**src/inc/temp_cfg_pkg.sv**
```systemverilog
package temp_cfg_pkg;

  // clock and conversion periods
  localparam int unsigned CLK_HZ        = 25_000_000;
  localparam int unsigned CYC_PER_MS    = CLK_HZ / 1000;
  localparam int unsigned PERIOD_MS_Q   = 4000;   // 0.25 Hz
  localparam int unsigned PERIOD_MS_1   = 1000;   // 1 Hz
  localparam int unsigned PERIOD_MS_4   = 250;    // 4 Hz
  localparam int unsigned PERIOD_MS_8   = 125;    // 8 Hz
  localparam int unsigned CNT_W         = 27;

  // rate codes
  localparam logic [1:0] RATE_Q         = 2'h0;
  localparam logic [1:0] RATE_1         = 2'h1;
  localparam logic [1:0] RATE_4         = 2'h2;
  localparam logic [1:0] RATE_8         = 2'h3;

  // operating_control field positions
  localparam int unsigned RATE_HI_BIT   = 15;
  localparam int unsigned RATE_LO_BIT   = 14;
  localparam int unsigned ALARM_BIT     = 13;
  localparam int unsigned EXT_BIT       = 12;
  localparam int unsigned IDLE_BIT      = 7;
  localparam int unsigned RES_HI_BIT    = 6;
  localparam int unsigned RES_LO_BIT    = 5;
  localparam int unsigned FAULT_HI_BIT  = 4;
  localparam int unsigned FAULT_LO_BIT  = 3;
  localparam int unsigned POL_BIT       = 2;
  localparam int unsigned MODE_BIT      = 1;
  localparam int unsigned DOWN_BIT      = 0;

  // reset values
  localparam logic [1:0]  RATE_RST      = RATE_4;
  localparam logic [1:0]  FAULT_RST     = 2'h0;
  localparam logic        POL_RST       = 1'b0;
  localparam logic        MODE_RST      = 1'b0;
  localparam logic        EXT_RST       = 1'b0;
  localparam logic        DOWN_RST      = 1'b0;
  localparam logic [1:0]  RES_VAL       = 2'h3;
  localparam logic [15:0] CTRL_RST      = 16'ha060;

  // fault count codes and required counts
  localparam logic [2:0]  NEED_F0       = 3'h1;
  localparam logic [2:0]  NEED_F1       = 3'h2;
  localparam logic [2:0]  NEED_F2       = 3'h4;
  localparam logic [2:0]  NEED_F3       = 3'h6;

endpackage

```
**src/logic/temp_sensor_config_alert.sv**
```systemverilog
module temp_sensor_config_alert #(
  parameter logic [temp_cfg_pkg::CNT_W-1:0] CYC_Q =
    temp_cfg_pkg::CNT_W'(temp_cfg_pkg::PERIOD_MS_Q * temp_cfg_pkg::CYC_PER_MS),
  parameter logic [temp_cfg_pkg::CNT_W-1:0] CYC_1 =
    temp_cfg_pkg::CNT_W'(temp_cfg_pkg::PERIOD_MS_1 * temp_cfg_pkg::CYC_PER_MS),
  parameter logic [temp_cfg_pkg::CNT_W-1:0] CYC_4 =
    temp_cfg_pkg::CNT_W'(temp_cfg_pkg::PERIOD_MS_4 * temp_cfg_pkg::CYC_PER_MS),
  parameter logic [temp_cfg_pkg::CNT_W-1:0] CYC_8 =
    temp_cfg_pkg::CNT_W'(temp_cfg_pkg::PERIOD_MS_8 * temp_cfg_pkg::CYC_PER_MS)
) (
  // clock and reset
  input  wire logic        clk,
  input  wire logic        reset_n,
  // operating_control access from the serial front end
  input  wire logic        ctrl_wr,
  input  wire logic [15:0] ctrl_wdata,
  output logic [15:0]      ctrl_rdata,
  // conversion engine
  output logic             conv_start,
  input  wire logic        temp_valid,
  input  wire logic [15:0] temp_value,
  // limits, left-justified in the same format as results
  input  wire logic [15:0] limit_high,
  input  wire logic [15:0] limit_low,
  // decoded state for neighbouring logic
  output logic             over_temp,
  output logic             ext_range,
  output logic             intr_mode,
  output logic             powered_down
);

  typedef struct packed {
    logic [1:0]  rate;
    logic        ext;
    logic [1:0]  fault;
    logic        alert_polarity;
    logic        mode;
    logic        down;
    logic        active;
    logic [2:0]  streak;
    logic        busy;
    logic [15:0] rdata;
  } ctl_state_t;

  ctl_state_t st_reg;
  ctl_state_t st_next;
  logic       tick;

  // consecutive readings required per fault code
  function automatic logic [2:0] need_of(input logic [1:0] f);
    case (f)
      2'h0:    need_of = temp_cfg_pkg::NEED_F0;
      2'h1:    need_of = temp_cfg_pkg::NEED_F1;
      2'h2:    need_of = temp_cfg_pkg::NEED_F2;
      default: need_of = temp_cfg_pkg::NEED_F3;
    endcase
  endfunction

  // signed value of a left-justified word in the chosen width
  function automatic logic signed [12:0] value_of(input logic [15:0] w, input logic ext);
    if (ext) begin
      value_of = w[15:3];
    end else begin
      value_of = {w[15], w[15:4]};
    end
  endfunction

  // alarm bit as software sees it
  function automatic logic alarm_bit(input logic active, input logic alert_polarity);
    alarm_bit = active ~^ alert_polarity;
  endfunction

  rate_divider #(
    .CYC_Q (CYC_Q),
    .CYC_1 (CYC_1),
    .CYC_4 (CYC_4),
    .CYC_8 (CYC_8)
  ) u_div (
    .clk     (clk),
    .reset_n (reset_n),
    .run     (!st_reg.down),
    .rate    (st_reg.rate),
    .tick    (tick)
  );

  logic signed [12:0] t_val;
  logic signed [12:0] hi_val;
  logic signed [12:0] lo_val;
  logic               hit;

  // compare in the active format; limits follow the same width
  always_comb begin
    t_val  = value_of(temp_value, st_reg.ext);
    hi_val = value_of(limit_high, st_reg.ext);
    lo_val = value_of(limit_low, st_reg.ext);
    hit    = st_reg.active ? (t_val < lo_val) : (t_val >= hi_val);
  end

  // readback word of a given state; a function keeps the next-state logic free of a comb loop
  function automatic logic [15:0] readback_of(input ctl_state_t s);
    readback_of                              = 16'h0000;
    readback_of[temp_cfg_pkg::RATE_HI_BIT]   = s.rate[1];
    readback_of[temp_cfg_pkg::RATE_LO_BIT]   = s.rate[0];
    readback_of[temp_cfg_pkg::ALARM_BIT]     = alarm_bit(s.active, s.alert_polarity);
    readback_of[temp_cfg_pkg::EXT_BIT]       = s.ext;
    readback_of[temp_cfg_pkg::IDLE_BIT]      = !s.busy;
    readback_of[temp_cfg_pkg::RES_HI_BIT]    = temp_cfg_pkg::RES_VAL[1];
    readback_of[temp_cfg_pkg::RES_LO_BIT]    = temp_cfg_pkg::RES_VAL[0];
    readback_of[temp_cfg_pkg::FAULT_HI_BIT]  = s.fault[1];
    readback_of[temp_cfg_pkg::FAULT_LO_BIT]  = s.fault[0];
    readback_of[temp_cfg_pkg::POL_BIT]       = s.alert_polarity;
    readback_of[temp_cfg_pkg::MODE_BIT]      = s.mode;
    readback_of[temp_cfg_pkg::DOWN_BIT]      = s.down;
  endfunction

  // next state
  always_comb begin
    st_next = st_reg;

    // writable fields only; alarm, idle and resolution bits ignore writes
    if (ctrl_wr) begin
      st_next.rate  = {ctrl_wdata[temp_cfg_pkg::RATE_HI_BIT],
                       ctrl_wdata[temp_cfg_pkg::RATE_LO_BIT]};
      st_next.ext   = ctrl_wdata[temp_cfg_pkg::EXT_BIT];
      st_next.fault = {ctrl_wdata[temp_cfg_pkg::FAULT_HI_BIT],
                       ctrl_wdata[temp_cfg_pkg::FAULT_LO_BIT]};
      st_next.alert_polarity   = ctrl_wdata[temp_cfg_pkg::POL_BIT];
      st_next.mode  = ctrl_wdata[temp_cfg_pkg::MODE_BIT];
      st_next.down  = ctrl_wdata[temp_cfg_pkg::DOWN_BIT];
    end

    // a conversion in flight finishes even if power-down arrives meanwhile
    if (tick) begin
      st_next.busy = 1'b1;
    end else if (temp_valid) begin
      st_next.busy = 1'b0;
    end

    // fault streak; mode bit deliberately not consulted here
    if (temp_valid) begin
      if (hit) begin
        if (st_reg.streak + 3'h1 >= need_of(st_reg.fault)) begin
          st_next.active = !st_reg.active;
          st_next.streak = 3'h0;
        end else begin
          st_next.streak = st_reg.streak + 3'h1;
        end
      end else begin
        st_next.streak = 3'h0; // consecutive only
      end
    end

    st_next.rdata = readback_of(st_next);
  end

  always_ff @(posedge clk or negedge reset_n) begin
    if (!reset_n) begin
      st_reg <= '{rate:   temp_cfg_pkg::RATE_RST,
                  ext:    temp_cfg_pkg::EXT_RST,
                  fault:  temp_cfg_pkg::FAULT_RST,
                  alert_polarity:    temp_cfg_pkg::POL_RST,
                  mode:   temp_cfg_pkg::MODE_RST,
                  down:   temp_cfg_pkg::DOWN_RST,
                  active: 1'b0,
                  streak: 3'h0,
                  busy:   1'b1, // idle bit reads 0 until the first result, matching the reset word
                  rdata:  temp_cfg_pkg::CTRL_RST};
    end else begin
      st_reg <= st_next;
    end
  end

  // outputs
  assign ctrl_rdata   = st_reg.rdata;
  assign conv_start   = tick;
  assign over_temp    = st_reg.active;
  assign ext_range    = st_reg.ext;
  assign intr_mode    = st_reg.mode;
  assign powered_down = st_reg.down;

endmodule // temp_sensor_config_alert

```
**src/logic/rate_divider.sv**
```systemverilog
module rate_divider #(
  parameter logic [temp_cfg_pkg::CNT_W-1:0] CYC_Q = 27'h0,
  parameter logic [temp_cfg_pkg::CNT_W-1:0] CYC_1 = 27'h0,
  parameter logic [temp_cfg_pkg::CNT_W-1:0] CYC_4 = 27'h0,
  parameter logic [temp_cfg_pkg::CNT_W-1:0] CYC_8 = 27'h0
) (
  // clock and reset
  input  wire logic       clk,
  input  wire logic       reset_n,
  // control
  input  wire logic       run,
  input  wire logic [1:0] rate,
  // tick out
  output logic            tick
);

  typedef struct packed {
    logic [temp_cfg_pkg::CNT_W-1:0] cnt;
    logic [1:0]                     rate;
    logic                           tick;
  } div_state_t;

  div_state_t st_reg;
  div_state_t st_next;

  function automatic logic [temp_cfg_pkg::CNT_W-1:0] period_of(input logic [1:0] r);
    case (r)
      temp_cfg_pkg::RATE_Q: period_of = CYC_Q;
      temp_cfg_pkg::RATE_1: period_of = CYC_1;
      temp_cfg_pkg::RATE_4: period_of = CYC_4;
      default:              period_of = CYC_8;
    endcase
  endfunction

  // count down; a rate change restarts the period so no short first interval
  always_comb begin
    st_next      = st_reg;
    st_next.tick = 1'b0;
    st_next.rate = rate;
    if (!run || rate != st_reg.rate) begin
      st_next.cnt = period_of(rate) - 27'h1;
    end else if (st_reg.cnt == '0) begin
      st_next.tick = 1'b1;
      st_next.cnt  = period_of(rate) - 27'h1;
    end else begin
      st_next.cnt = st_reg.cnt - 27'h1;
    end
  end

  always_ff @(posedge clk or negedge reset_n) begin
    if (!reset_n) begin
      st_reg <= '{cnt: '0, rate: temp_cfg_pkg::RATE_RST, tick: 1'b0};
    end else begin
      st_reg <= st_next;
    end
  end

  assign tick = st_reg.tick;

endmodule // rate_divider

```
**config.mk**
```make
export PLATFORM = sky130hd
export DESIGN_NAME = temp_sensor_config_alert
export DESIGN_NICKNAME = d
export VERILOG_FILES = /design/src/inc/temp_cfg_pkg.sv /design/src/logic/temp_sensor_config_alert.sv /design/src/logic/rate_divider.sv
export SDC_FILE = /design/constraint.sdc
export NUM_CORES = 1
export LEC_CHECK = 0
export BUFFER_PORTS_ARGS = -buffer_cell sky130_fd_sc_hd__buf_2
export CORE_MARGIN = 4
export CORE_UTILIZATION = 45
export CTS_CLUSTER_DIAMETER = 150
export DETAILED_ROUTE_END_ITERATION = 12
export PLACE_DENSITY = 0.7
export SETUP_SLACK_MARGIN = 0.3
export SLEW_MARGIN = 20
export SYNTH_ARGS = -nofsm -noshare
export SYNTH_HDL_FRONTEND = slang
export SYNTH_SLANG_ARGS = --single-unit
```
**constraint.sdc**
```tcl
create_clock -name clk -period 4.5 [get_ports clk]
set_clock_uncertainty 0.15 [all_clocks]
set_input_delay 0.225 -clock clk [delete_from_list [all_inputs] [get_ports clk]]
set_output_delay 0.225 -clock clk [all_outputs]
set_load 0.005 [all_outputs]
```
==> flow_metrics.tcl <==
set metrics [dict create \
    status "complete, no violations" \
    cp.required_ns 4.57 \
    dieArea_sq_um 8994 \
    grt_pass1_vias 2497 \
    path_cells "mux2_2 > ha_1 > nand4_1 > a221oi_1 > a2111oi_0 > o41ai_1 > mux2i_1 > or4_1 > o2bb2ai_1" \
    fin_crit_ns 3.727 \
    ir_drop_mv 0.2490 \
    worst_pin_slew_ns 0.9003 \
    powerDensity_nw_per_um2 313.7 \
    finalPower_mw 1.198 \
    synth.avg_cell_area_sq_um 10.07 \
    fin_crit_sh 0.8281 \
    portBuffers 65 \
    drv_cap 0 \
    holdBufCountCts 3 \
    track_usage 0.1532 \
    via_per_inst 5.084 \
    clkTransAtPathRegs_ns 0.08 \
    cts_resized 0 \
    area_delta_synth_final_pct 12.57 \
    dp_hpwl_um 5246 \
    synth.top_cell.area_share 0.3024 \
    end_kind "register" \
    largest_reg_flops 29 \
    synth_top_cell_by_area "dfrtp_1" \
    timing.slew.headroom 0.3998 \
    maxSlewViolCount 0 \
    crit_slowest_cell "dfrtp_2" \
    p_leak_nw 1.760 \
    crit_arrival_ns 3.79 \
    synth-main-ff-cell "dfrtp_1" \
    cp_slowest_stage_delay_ns 0.96 \
    ys_top_cells_by_count "dfrtp_1, ha_1, mux2i_1" \
    ios 89 \
    wire_per_inst_um 13.28 \
    rows 31 \
    antenna_cells 0 \
    gr-total-overflow 0 \
    drt-pass1-iter-count 4 \
    synth_cell_types 48 \
    grt_max_degree 46 \
    clk_path_buf_depth 2 \
    place_ws_ns 0.7667 \
    final_util 0.5239 \
    setup-tns-final_ns 0 \
    drt-total-wl_um 6520 \
    rsz0062_at_grt "false" \
    ys_ff_latch 45 \
    cp_max_fo 40 \
    cts_sinks 45 \
    synth.top_cells.by_area "dfrtp_1, ha_1, mux2i_1, mux2_2, xnor2_1" \
    yosysMostFrequentCell "dfrtp_1" \
    dr.first_iter.drc_count 101 \
    yosysWarnings 0 \
    drc 0 \
    ys_seq_area_frac 0.3333 \
    postCtsSetupBuffers 0 \
    async_flop_share 1.000 \
    antenna_found_initial 0 \
    hold_viol 0 \
    fin_nets 497 \
    num_vias 2496 \
    fin_ws_ns 0.7734 \
    drive_gt1_frac 0.2679 \
    dieHeight_um 94.84 \
    grt_pass1_wl_um 11230 \
    hp-class "in2reg" \
    critical_path_class "reg2reg" \
    cts-root-buf "clkbuf_8" \
    fmax_ghz 0.2683 \
    netlist_area_sq_um 3393 \
    cts_tree "built" \
    startpoint_type "register" \
    cts_buffers 5 \
    setup_viol 0 \
    clk_latency_ns 0.29 \
    htreeDepth 2 \
    start_util 0.4653 \
    die_x_um 94.84 \
    synth-edff-count 0 \
    place.gp.congestion 0.7668 \
    netlist_instances 337 \
    core_sq_um 7292 \
    ant_nets 0 \
]
==> path summary, 6_finish.rpt <==
check,start,endpoint,slack [ns],cells past startpoint
min in group asynchronous,reset_n,u_div.st_reg[21]$_DFF_PN0_,0.33,2
setup / recovery,ctrl_rdata[12]$_DFFE_PN0P_,st_reg[19]$_DFFE_PN0P_,0.77,9
hold / removal,ctrl_wdata[15],ctrl_rdata[15]$_DFFE_PN1P_,0.003,3
setup reg to reg,ctrl_rdata[12]$_DFFE_PN0P_,st_reg[19]$_DFFE_PN0P_,0.77,9
hold reg to reg,ctrl_rdata[15]$_DFFE_PN1P_,u_div.st_reg[2]$_DFF_PN1_,0.27,0
max in group asynchronous,reset_n,ctrl_rdata[12]$_DFFE_PN0P_,3.45,2
==> kinds of logic (layout without fill, tap and decap cells) <==
| group | Yosys count | in the layout | share of synthesized area |
|---|---|---|---|
| compound gates | 50 | 50 | 0.08961 |
| xor+xnor | 28 | 28 | 0.07227 |
| fa+ha+maj | 38 | 38 | 0.1401 |
| buf+inv | 37 | 88 | 0.06526 |
| flops | 45 | 45 | 0.3333 |
| mux | 46 | 46 | 0.1420 |
| other cells | 2 | 6 | 0.002213 |
| simple gates | 91 | 91 | 0.1552 |
==> placed cells by master (no fill, tap or decap), types with 7 or more instances in the layout <==
| cell | count |
|---|---|
| nor3_1 | 10 |
| clkbuf_8 | 7 |
| inv_1 | 11 |
| mux2i_1 | 29 |
| o21ai_0 | 8 |
| xnor2_1 | 16 |
| mux2_2 | 17 |
| xor2_1 | 12 |
| ha_1 | 38 |
| nand4_1 | 7 |
| dfrtp_1 | 40 |
| nand2_1 | 23 |
| a21oi_1 | 24 |
| nor2_1 | 17 |
| buf_2 | 64 |
==> where the power goes <==
group	internal, mW	leakage [nW]	switching [mW]	total, mW
registers	0.470	0.506	0.0759	0.546
clock network	0.139	0.0542	0.127	0.266
logic	0.195	1.20	0.191	0.386
==> critical path: cells and delay by family (launching register included) <==
| family | cells | cell delay (ns) |
|---|---|---|
| AOI/OAI and AO/OA | 4 | 1.00 |
| adders and majority gates | 1 | 0.32 |
| DFF | 1 | 0.96 |
| muxes | 2 | 0.66 |
| and+or+nand+nor | 2 | 0.54 |
==> layer usage <==
metal / vias up / global-route usage / routed length (um)
li1: 1288 / - / -
met4: 0 / 0.02764 / 38
met3: 4 / 0.02311 / 335
met2: 55 / 0.2543 / 3026
met1: 1149 / 0.2136 / 3120
met5: - / 0 / 0
==> through the flow <==
step	hold WS (ns)	cell area, sq um	std cells
CTS	0.0007291	3817	491
global placement	0.2671	3686	480
floorplan	-0.2206	3408	341
global route	0.009683	3820	491
finish	0.003126	3820	491
detailed placement	0.2666	3686	480
==> area by class of cell <==
class,count,area [sq um]
clock buffer,7,96.34
multi-input combinational,259,2056
timing repair buffer,69,365.4
clock inverter,1,5.005
fill,684,3472
sequential,45,1132
tap,99,123.9
inverter,11,41.29
Power figures use the tool's default switching activity.
